--- config.mk ---
export PLATFORM = sky130hd
export DESIGN_NAME = fss_unit
export DESIGN_NICKNAME = d
export VERILOG_FILES = /design/src/logic/fss_pkg.sv /design/src/logic/fss_unit.sv
export SDC_FILE = /design/constraint.sdc
export NUM_CORES = 1
export LEC_CHECK = 0
export BUFFER_PORTS_ARGS = -buffer_cell sky130_fd_sc_hd__clkbuf_2
export CAP_MARGIN = 20
export CORE_MARGIN = 2
export CORE_UTILIZATION = 53
export CTS_CLUSTER_SIZE = 28
export DETAILED_ROUTE_END_ITERATION = 12
export GPL_ROUTABILITY_DRIVEN = 0
export PLACE_DENSITY = 0.82
export SKIP_CTS_REPAIR_TIMING = 1
export SLEW_MARGIN = 10
export SYNTH_ARGS = -nofsm -noshare
export SYNTH_HDL_FRONTEND = slang
export SYNTH_SLANG_ARGS = --single-unit
--- constraint.sdc ---
create_clock -name clk_in -period 3.9 [get_ports clk_in]
set_input_delay 1.17 -clock clk_in [delete_from_list [all_inputs] [get_ports clk_in]]
set_output_delay 1.17 -clock clk_in [all_outputs]
set_load 0.03 [all_outputs]
--- src/logic/fss_pkg.sv ---
// Purpose: Shared constants for the flag-skip and serial display-send unit
// Assumes: 8-bit opcodes, 12-bit program counter, 24-bit accumulators
// Notes: Opcode map and instruction lengths are the core's encoding
`default_nettype none
package fss_pkg;
   localparam int PC_W = 12;
   localparam int ACC_W = 24;
   localparam int BITS_W = 5;
   // Skip opcodes: upper six bits pick the test, low two bits hold the count
   localparam logic [5:0] OPC_SKIP_NEG = 6'h10;
   localparam logic [5:0] OPC_SKIP_POS = 6'h11;
   localparam logic [5:0] OPC_SKIP_NOVF = 6'h12;
   localparam logic [5:0] OPC_SKIP_OVF = 6'h13;
   localparam logic [7:0] OPC_SEND = 8'hE8;
   // Length classes taken from the top three opcode bits
   localparam logic [2:0] CLS_LEN7 = 3'h7;
   localparam logic [2:0] CLS_LEN3 = 3'h6;
   localparam logic [2:0] CLS_LEN2 = 3'h5;
   localparam logic [PC_W-1:0] LEN_1 = 12'h001;
   localparam logic [PC_W-1:0] LEN_2 = 12'h002;
   localparam logic [PC_W-1:0] LEN_3 = 12'h003;
   localparam logic [PC_W-1:0] LEN_7 = 12'h007;
   localparam logic [PC_W-1:0] SKIP_OP_LEN = LEN_1;
   localparam logic [PC_W-1:0] SEND_OP_LEN = LEN_7;
   // Serial clock: half period in core cycles at 100 MHz
   localparam int CLK_HZ = 100_000_000;
   localparam int SCLK_HZ = 1_000_000;
   localparam int SCLK_HALF_CYC = (CLK_HZ / SCLK_HZ) / 2;
   localparam logic [ACC_W-1:0] ACC_ZERO = 24'h000000;
   localparam logic [BITS_W-1:0] BITS_MAX = 5'h18;

   typedef enum logic [1:0] {ST_IDLE, ST_SKIP, ST_SEND} fss_state_t;

   // Byte length of an instruction from its opcode
   function automatic logic [PC_W-1:0] fss_len(input logic [7:0] opc);
      case (opc[7:5])
         CLS_LEN7: fss_len = LEN_7;
         CLS_LEN3: fss_len = LEN_3;
         CLS_LEN2: fss_len = LEN_2;
         default: fss_len = LEN_1;
      endcase
   endfunction : fss_len
endpackage : fss_pkg
`default_nettype wire

--- src/logic/fss_unit.sv ---
// Purpose: Executes the flag-test skips and the serial display-send instruction
// Assumes: Program memory answers mem_data_in for mem_addr_out in the same cycle
// Notes: The core holds off further execution while busy_out is high
`default_nettype none

////////////////////////////////////////////////////////////////////////////////
// Functional notes
// - The negative skip jumps over p1 instructions when the sign flag is one.
// - The non-negative skip jumps over p1 instructions when the sign flag is zero.
// - The no-overflow skip jumps over p1 instructions when the overflow flag is zero.
// - The overflow skip jumps over p1 instructions when the overflow flag is one.
// - A taken skip adds the byte lengths of the next p1 instructions, p1 being 1 to 3.
// - A flag skip is one byte, keeps all flags and takes one cycle plus one per skipped op.
// - The display send shifts accumulator y out of the serial port.
// - Its operand gives the bit count, and it is a seven-byte subroutine-style op.
module fss_unit
   import fss_pkg::*;
#(
   parameter int SCLK_HALF = SCLK_HALF_CYC
) (
   input wire logic clk_in, // Core clock
   input wire logic sys_rst_in, // Synchronous reset, high
   input wire logic exec_in, // Opcode valid this cycle
   input wire logic [7:0] opcode_in, // Opcode being executed
   input wire logic [PC_W-1:0] pc_in, // Address of that opcode
   input wire logic sign_flag_in, // Sign of previous result
   input wire logic ovf_flag_in, // Overflow of previous result
   input wire logic [ACC_W-1:0] accu_y_in, // Accumulator y
   input wire logic [BITS_W-1:0] send_bits_in, // Bit count operand
   input wire logic [7:0] mem_data_in, // Program byte at mem_addr_out
   output logic [PC_W-1:0] mem_addr_out, // Program byte address
   output logic mem_rd_out, // Program read strobe
   output logic pc_load_out, // Load pc_next_out, one cycle
   output logic [PC_W-1:0] pc_next_out, // New program counter
   output logic busy_out, // Unit is executing
   output logic sclk_out, // Serial clock
   output logic sdo_out // Serial data, MSB first
);

   ////////////////////////////////////////////////////////////////////////////
   // State
   fss_state_t state_r, state_nxt;
   logic [PC_W-1:0] addr_r, addr_nxt;
   logic [1:0] cnt_r, cnt_nxt;
   logic [ACC_W-1:0] sh_r, sh_nxt;
   logic [BITS_W-1:0] bits_r, bits_nxt;
   logic [15:0] div_r, div_nxt;
   logic sclk_r, sclk_nxt;
   logic sdo_r, sdo_nxt;
   logic rd_r, rd_nxt;
   logic load_r, load_nxt;
   logic [PC_W-1:0] pcn_r, pcn_nxt;
   logic busy_r, busy_nxt;
   logic skip_op, take, tick;
   logic [BITS_W-1:0] nbits;

   // Skip decode and condition
   always_comb begin
      skip_op = exec_in && (opcode_in[7:2] == OPC_SKIP_NEG || opcode_in[7:2] == OPC_SKIP_POS ||
                opcode_in[7:2] == OPC_SKIP_NOVF || opcode_in[7:2] == OPC_SKIP_OVF);
      case (opcode_in[7:2])
         OPC_SKIP_NEG: take = sign_flag_in;
         OPC_SKIP_POS: take = !sign_flag_in;
         OPC_SKIP_NOVF: take = !ovf_flag_in;
         OPC_SKIP_OVF: take = ovf_flag_in;
         default: take = 1'b0;
      endcase
      // count zero is not a legal skip
      take = take && (opcode_in[1:0] != 2'h0);
      nbits = (send_bits_in > BITS_MAX) ? BITS_MAX : send_bits_in;
      tick = (div_r == 16'(SCLK_HALF - 1));
   end

   ////////////////////////////////////////////////////////////////////////////
   // Next-state logic
   always_comb begin
      state_nxt = state_r;
      addr_nxt = addr_r;
      cnt_nxt = cnt_r;
      sh_nxt = sh_r;
      bits_nxt = bits_r;
      div_nxt = 16'h0000;
      sclk_nxt = sclk_r;
      sdo_nxt = sdo_r;
      rd_nxt = 1'b0;
      load_nxt = 1'b0;
      pcn_nxt = pcn_r;
      case (state_r)
         ST_IDLE: begin
            if (skip_op && take) begin
               state_nxt = ST_SKIP;
               addr_nxt = pc_in + SKIP_OP_LEN;
               cnt_nxt = opcode_in[1:0];
               rd_nxt = 1'b1;
            end else if (skip_op) begin
               load_nxt = 1'b1;
               pcn_nxt = pc_in + SKIP_OP_LEN;
            end else if (exec_in && opcode_in == OPC_SEND) begin
               state_nxt = ST_SEND;
               sh_nxt = accu_y_in << (ACC_W - int'(nbits));
               sdo_nxt = accu_y_in[nbits - 5'h01];
               bits_nxt = nbits;
               pcn_nxt = pc_in + SEND_OP_LEN;
               if (nbits == 5'h00) begin
                  state_nxt = ST_IDLE;
                  load_nxt = 1'b1;
                  sdo_nxt = 1'b0;
               end
            end
         end
         ST_SKIP: begin
            // step over one op by its length
            addr_nxt = addr_r + fss_len(mem_data_in);
            cnt_nxt = cnt_r - 2'h1;
            rd_nxt = (cnt_r != 2'h1);
            if (cnt_r == 2'h1) begin
               state_nxt = ST_IDLE;
               load_nxt = 1'b1;
               pcn_nxt = addr_r + fss_len(mem_data_in);
            end
         end
         ST_SEND: begin
            div_nxt = tick ? 16'h0000 : div_r + 16'h0001;
            if (tick && !sclk_r) begin
               sclk_nxt = 1'b1;
            end else if (tick) begin
               sclk_nxt = 1'b0;
               sh_nxt = sh_r << 1;
               sdo_nxt = sh_r[ACC_W-2];
               bits_nxt = bits_r - 5'h01;
               // return like a subroutine, past seven bytes
               if (bits_r == 5'h01) begin
                  state_nxt = ST_IDLE;
                  load_nxt = 1'b1;
                  sdo_nxt = 1'b0;
               end
            end
         end
         default: state_nxt = ST_IDLE;
      endcase
      busy_nxt = (state_nxt != ST_IDLE);
   end

   // Registers
   always_ff @(posedge clk_in) begin
      if (sys_rst_in) begin
         state_r <= ST_IDLE;
         addr_r <= 12'h000;
         cnt_r <= 2'h0;
         sh_r <= ACC_ZERO;
         bits_r <= 5'h00;
         div_r <= 16'h0000;
         sclk_r <= 1'b0;
         sdo_r <= 1'b0;
         rd_r <= 1'b0;
         load_r <= 1'b0;
         pcn_r <= 12'h000;
         busy_r <= 1'b0;
      end else begin
         state_r <= state_nxt;
         addr_r <= addr_nxt;
         cnt_r <= cnt_nxt;
         sh_r <= sh_nxt;
         bits_r <= bits_nxt;
         div_r <= div_nxt;
         sclk_r <= sclk_nxt;
         sdo_r <= sdo_nxt;
         rd_r <= rd_nxt;
         load_r <= load_nxt;
         pcn_r <= pcn_nxt;
         busy_r <= busy_nxt;
      end
   end

   // Outputs straight from flops
   assign mem_addr_out = addr_r;
   assign mem_rd_out = rd_r;
   assign pc_load_out = load_r;
   assign pc_next_out = pcn_r;
   assign busy_out = busy_r;
   assign sclk_out = sclk_r;
   assign sdo_out = sdo_r;

   // Bit count and return base captured as a send starts
   logic [BITS_W-1:0] sent_total_r;
   logic [PC_W-1:0] send_ret_r;
   always_ff @(posedge clk_in) begin
      if (sys_rst_in) begin
         sent_total_r <= 5'h00;
         send_ret_r <= 12'h000;
      end else if (state_r == ST_IDLE && state_nxt == ST_SEND) begin
         sent_total_r <= (send_bits_in > BITS_MAX) ? BITS_MAX : send_bits_in;
         send_ret_r <= pc_in;
      end
   end

   logic [BITS_W:0] rises_r;
   always_ff @(posedge clk_in) begin
      if (sys_rst_in || state_r == ST_IDLE) begin
         rises_r <= 6'h00;
      end else if (sclk_nxt && !sclk_r) begin
         rises_r <= rises_r + 6'h01;
      end
   end
endmodule : fss_unit
`default_nettype wire

==> summary.txt, run 1 <==
Run status
  – Status: completed

Power
  – Part of the power in registers: 35.1%
  – Clk network pwr share: 42.3%
  – Net switching power figure: 648 uW
  – Power Internal: 1620 uW
  – Combinational share of power: 22.6%
  – VDD IR-drop max: about 0.21 mV
  – LEAKAGE: between 0.002 and 0.003 uW
  – Sw frac: 28.5%
  – PD cells: 326 nW/um^2

Logic synthesis
  – Post-synthesis area per instance: 7.91 um^2
  – EDFF count, synth: 0
  – Seq/Total Area, Yosys: 25.3%
  – Syn_nets: 843
  – Ys Warns: 0
  – Post-Syn Area: around 6100 um^2
  – Main flop type after synthesis: dfxtp_1
  – Async SR Flop Fraction: 0%
  – Flops & latches, synth: 77
  – Cells after Synth: between 700 and 800
  – Distinct cell type count after synthesis: 72

Placed design
  – Total placed cells including tap cells: 967
  – Detailed placer's ending HPWL: 12,200 um
  – Port Buffers: 85

Clocking
  – Worst skew pair latency: 340 ps
  – Clk buf depth: 2
  – Worst-path clk slew: roughly 60 ps
  – TritonCTS Buffers: 9
  – Clk sink count: 77
  – CTS tree: yes
  – Htree depth: 3
  – CTS root buffer: clkbuf_16

Flow run
  – Max-Cap Viols: 0

Layout
  – Commonest non-fill, non-tap cells in the layout: clkbuf_2 (85), dfxtp_1 (77), nor2_1 (69)
  – Final std cells w/o fill: 982
  – Commonest non-fill, non-tap cell in the layout: clkbuf_2
  – Area of the multi-input gates: 4200 um^2
  – Share of layout cells above drive strength 1: approximately a fifth
  – Fillers: 1,026
  – Antenna diodes: 0
  – # nets final: 909
  – Area delta synth->final: 14.7%
  – Flip-flop and latch area: about 1500 um^2

Floorplanning
  – Die area: 12,400 um^2
  – Die Y: 111 um
  – Die width: approximately 110 um
  – Area of the core: 11,300 um^2
  – I/O pin total: 91
  – FP Rows: 39
  – Starting density of the core: between 50 and 60%

Global routing
  – Congestion Overflow GR: 0
  – Vias in the first global route: between 5,000 and 6,000
  – Initial antenna violation count: 0
  – Total track usage: 27.2%
  – Pin count of the biggest net entering global routing: 56
  – First-pass GRT wire length: around 28,000 um

Worst setup path
  – Critical Path RT: 4090 ps
  – Top delay family on crit path: compound AO/OA/AOI/OAI gates
  – CP arrival: about 3600 ps
  – Flop2flop setup slack: 1310 ps
  – CP max-delay cell: a211oi_1
  – CP Buf/Inv Count: 3
  – Worst setup path category: primary input to flop
  – Crit-path cells: clkbuf_2 -> a21boi_2 -> inv_2 -> ha_1 -> xnor2_1 -> buf_4 -> mux2_2 -> a211oi_1 -> a21oi_1 -> a221oi_1 -> nor3_1
  – Max stage delay on crit path: 420 ps
  – Critical Path Fanout Max: 8
  – Crit path capture type: flop
  – Worst Setup Start Kind: primary input

Route
  – Post-route antenna net violation count: 0
  – WL final: 17,100 um
  – WL/cell: 17.4 um
  – Drt first pass iters: 6
  – Via count: 6,278
  – DRC: 0
  – Met3 wire len: about 1400 um
  – Post-DR vias/cell: 6.39
  – Routed length on met2: 8010 um
  – DRT met1 WL: 7380 um
  – 1st-iter DRT viols: 525
  – DR top layer: met4

STA
  – Minimum clock period: 3400 ps
  – Rel. slew slack: 43.0%
  – Final hold violations: 0
  – Skew final: roughly 9 ps
  – Setup-failing EPs final: 0
  – RSZ-0062 raised after global routing: false
  – Worst-Margin Slew: ~850 ps
  – Setup_tns: 0 ps
  – Final period util: 87.2%
  – Fmax: 0.294 GHz
  – Fin. max-slew vios: 0

Min path
  – Hold/Removal Path Class: flop to flop
## worst reg2reg max path, delay by kind of cell, from the launching register on
family / cells / cell delay (ps)
AO/OA/AOI/OAI: 2 / 990
AND/OR/NAND/NOR: 3 / 590
flip-flops: 1 / 440
buffers and inverters: 1 / 310
adder cells (fa/ha/maj): 1 / 180
## logic make-up (layout without fill, tap and decap cells)
group / after synthesis / in the layout / share of synthesized area (%)
AND/OR/NAND/NOR: 268 / 268 / 22.2
AO/OA/AOI/OAI: 226 / 226 / 25.3
buffers and inverters: 80 / 150 / 5.72
flip-flops: 77 / 77 / 25.3
multiplexers: 63 / 63 / 12.6
XOR/XNOR: 43 / 43 / 6.19
adder cells (fa/ha/maj): 12 / 12 / 2.59
## flip-flops by register name (all words and copies together) (netlist names)
register / cells
state_r: 2
sclk_out: 1
pc_next_out: 12
pc_load_out: 1
div_r: 16
bits_r: 5
sdo_out: 1
sh_r: 23
mem_addr_out: 12
cnt_r: 2
busy_out: 1
mem_rd_out: 1
## cell type report
cell class,count,area share (%)
inverter,22,1.18
clock buffer,9,3.23
multi-input combinational,612,60.2
timing repair buffer,113,9.11
tap,143,2.56
sequential,77,22.1
clock inverter,6,1.60
## worst paths after layout
path / start / to / depth (start not counted)
worst max-delay path: send_bits_in[3] / sh_r[6] / 11
worst min-delay path: pc_next_out[0] / pc_next_out[0] / 2
worst max register to register: div_r[0] / sh_r[7] / 7
worst min register to register: pc_next_out[0] / pc_next_out[0] / 2
## synthesized netlist by cell type, types with 8 or more instances
library cell	count	share of area, %
a22oi_1	8	0.99
nor2_1	69	4.3
nor2b_1	10	1.0
mux4_2	10	3.7
buf_2	16	1.3
inv_1	20	1.2
ha_1	11	2.3
nand2_1	54	3.3
mux2_2	10	1.9
nor3_1	31	2.5
a211oi_1	15	1.9
o211ai_1	18	2.2
xor2_1	18	2.6
nand4_1	8	0.82
clkbuf_1	35	2.2
or3_1	8	0.82
nand2b_1	9	0.93
xnor2_1	25	3.6
a21oi_1	55	4.5
and3_1	9	0.93
o221ai_1	10	1.4
o21ai_0	37	3.0
dfxtp_1	77	25
or2_2	8	0.82
nand3_1	29	2.4
a221oi_1	11	1.6
mux2i_1	43	7.1
a31oi_1	10	1.0
## power by group through the flow
stage | logic (uW) | registers (uW) | clock network (uW)
floorplan | 335 | 824 | 0
global placement | 492 | 815 | 0
detailed placement | 496 | 816 | 0
CTS | 500 | 798 | 966
global route | 553 | 799 | 1000
finish | 514 | 798 | 961
## per-layer routing
layer | vias to the layer above | GRT usage, %
met2 | 326 | 45.8
met1 | 2901 | 36.4
li1 | 3020 | -
met4 | 0 | 8.23
met5 | - | 0
met3 | 31 | 3.55
## metrics by stage
step	power, uW	hold WS, ps	util [%]	setup slack, ps	cell area, um^2
6_report	2270	454	61.6	500	6980
5_1_grt	2350	474	61.6	296	6980
4_1_cts	2260	456	61.6	545	6980
3_5_place_dp	1310	448	58.7	206	6640
3_3_place_gp	1310	442	58.7	259	6640
2_1_floorplan	1160	432	-	81.6	6080
(Power assumes the default switching activity.)
==> run 2: changes to the inputs <==
==> constraint.sdc (replaced) <==
create_clock -name clk_in -period 3.9 [get_ports clk_in]
set_input_delay 0.195 -clock clk_in [delete_from_list [all_inputs] [get_ports clk_in]]
set_output_delay 0.195 -clock clk_in [all_outputs]
set_load 0.03 [all_outputs]
==> run 2 against run 1 <==
Net effect:
- fmax up 21%
- clock power down 11%
- combinational power down 4%
- worst setup slack better by 580 ps
- via count up 0.73%
- global-route usage down 0.066 points
- cell area down 2.1%
- total power down 5.6%
- largest cell class unchanged
==> summary.txt, run 2 (same netlist as run 1, synthesis figures left out) <==
Flow run
  – Max-Cap Viols: 0 (unchanged)

Global routing
  – Total track usage: 27.1% (was 27.2%)
  – First-pass GRT wire length: 28,100 um (was 28,000 um)
  – Initial antenna violation count: 0 (unchanged)
  – Pin count of the biggest net entering global routing: 38 (was 56)
  – Vias in the first global route: 5,775 (was 5,671)
  – Congestion Overflow GR: 0 (unchanged)

STA
  – WHS: 146 ps (was 454 ps)
  – Final period util: 72.2% (was 87.2%)
  – Worst-Margin Slew: 833 ps (was 854 ps)
  – Fmax: 0.355 GHz (was 0.294 GHz)
  – Fin. max-slew vios: 0 (unchanged)
  – Rel. slew slack: 44.5% (was 43.0%)
  – Skew final: 7.19 ps (was 8.83 ps)
  – Setup-failing EPs final: 0 (unchanged)
  – Minimum clock period: 2820 ps (was 3400 ps)
  – RSZ-0062 raised after global routing: false (unchanged)
  – Setup_tns: 0 ps (unchanged)
  – Final hold violations: 0 (unchanged)

Floorplanning
  – I/O pin total: 91 (unchanged)
  – FP Rows: 39 (unchanged)
  – Die width: 111 um (unchanged)
  – Area of the core: 11,300 um^2 (unchanged)
  – Die Y: 111 um (unchanged)
  – Die area: 12,400 um^2 (unchanged)
  – Starting density of the core: 53.7% (unchanged)

Route
  – WL final: 17,100 um (about the same)
  – Drt first pass iters: 7 (was 6)
  – 1st-iter DRT viols: 448 (was 525)
  – Post-route antenna net violation count: 0 (unchanged)
  – DRC: 0 (unchanged)
  – WL/cell: 17.7 um (was 17.4 um)
  – Post-DR vias/cell: 6.54 (was 6.39)
  – Via count: 6,324 (was 6,278)

Worst setup path
  – Crit path capture type: flop (unchanged)
  – Critical Path RT: 4170 ps (was 4090 ps)
  – Worst setup path category: primary input to flop (unchanged)
  – Critical Path Fanout Max: 37 (was 8)
  – CP arrival: 3090 ps (was 3590 ps)
  – Start point of the critical path: send_bits_in[0] (was send_bits_in[3])
  – R2R Path Start: state_r[0] (was div_r[0])
  – Worst Setup Start Kind: primary input (unchanged)

Clocking
  – Htree depth: 3 (unchanged)
  – CTS root buffer: clkbuf_16 (unchanged)
  – Clk buf depth: 2 (unchanged)
  – Worst skew pair latency: 340 ps (about the same)
  – CTS tree: yes (unchanged)
  – Worst-path clk slew: 60 ps (about the same)
  – TritonCTS Buffers: 9 (unchanged)
  – Clk sink count: 77 (unchanged)

Placed design
  – Detailed placer's ending HPWL: 12,200 um (about the same)
  – Port Buffers: 85 (unchanged)
  – Total placed cells including tap cells: 949 (was 967)

Layout
  – Top flop regs: sh_r x23, div_r x16 (unchanged)
  – Area delta synth->final: 12.2% (was 14.7%)
  – Share of layout cells above drive strength 1: 18.9% (was 20.5%)
  – Fin util: 60.3% (was 61.6%)
  – # nets final: 893 (was 909)
  – Final std cells w/o fill: 967 (was 982)
  – Number of flip-flops in the largest register: 23 (unchanged)
  – Antenna diodes: 0 (unchanged)
  – Commonest non-fill, non-tap cell in the layout: clkbuf_2 (unchanged)
  – Biggest register: sh_r (unchanged)
  – Commonest non-fill, non-tap cells in the layout: clkbuf_2 (85), dfxtp_1 (77), nor2_1 (69) (unchanged)

Run status
  – Status: completed (unchanged)

Min path
  – Hold path start: opcode_in[1] (was pc_next_out[0])
  – Hold/Removal Path Class: primary input to flop (was flop to flop)

Power
  – LEAKAGE: 0.00253 uW (was 0.00262 uW)
  – VDD IR-drop max: 0.218 mV (was 0.206 mV)
  – PD cells: 314 nW/um^2 (was 326 nW/um^2)
==> run 2: cell type report <==
| class | count | area, um^2 |
|---|---|---|
| Sequential cell | 77 | 1540 |
| Tap cell | 143 | 179 |
| Fill cell | 1043 | 4490 |
| Clock inverter | 6 | 71.3 |
| Inverter | 22 | 82.6 |
| Multi-Input combinational cell | 612 | 4200 |
| Timing Repair Buffer | 97 | 523 |
| Clock buffer | 10 | 229 |
==> run 2: layer usage <==
metal | up-vias | GRT usage [%] | wire length (um)
met1 | 2992 | 35.1 | 7250
met3 | 45 | 5.03 | 1340
met2 | 300 | 45.0 | 7990
li1 | 2987 | - | -
met5 | - | 0 | 0
met4 | 0 | 10.6 | 495
==> run 2: per-stage QoR <==
step	power, uW	setup WS (ps)	cell area (um^2)
floorplan	1160	1060	6080
global placement	1290	888	6500
detailed placement	1300	838	6500
CTS	2140	1150	6810
global route	2230	865	6830
finish	2140	1080	6830
==> run 2: worst max-delay path: stages <==
cell	delay, ps
clkbuf_2	190
a21boi_2	210
inv_2	230
ha_1	240
buf_4	420
inv_1	180
a311oi_1	740
o221ai_1	290
o21bai_1	220
a21oi_1	160
==> run 2: power by group <==
group          internal [uW]  total, uW  switching (uW)  leakage [uW]
Clock                    503        851             349      0.000145
Combinational            196        495             299       0.00177
Sequential               792        798            5.90      0.000621
==> run 2: final timing paths <==
kind	end	slack, ps	cells after the start
max	sh_r[19]	1080	10
max reg2reg	sh_r[10]	1580	7
min	cnt_r[1]	150	3
min reg2reg	pc_next_out[0]	450	2
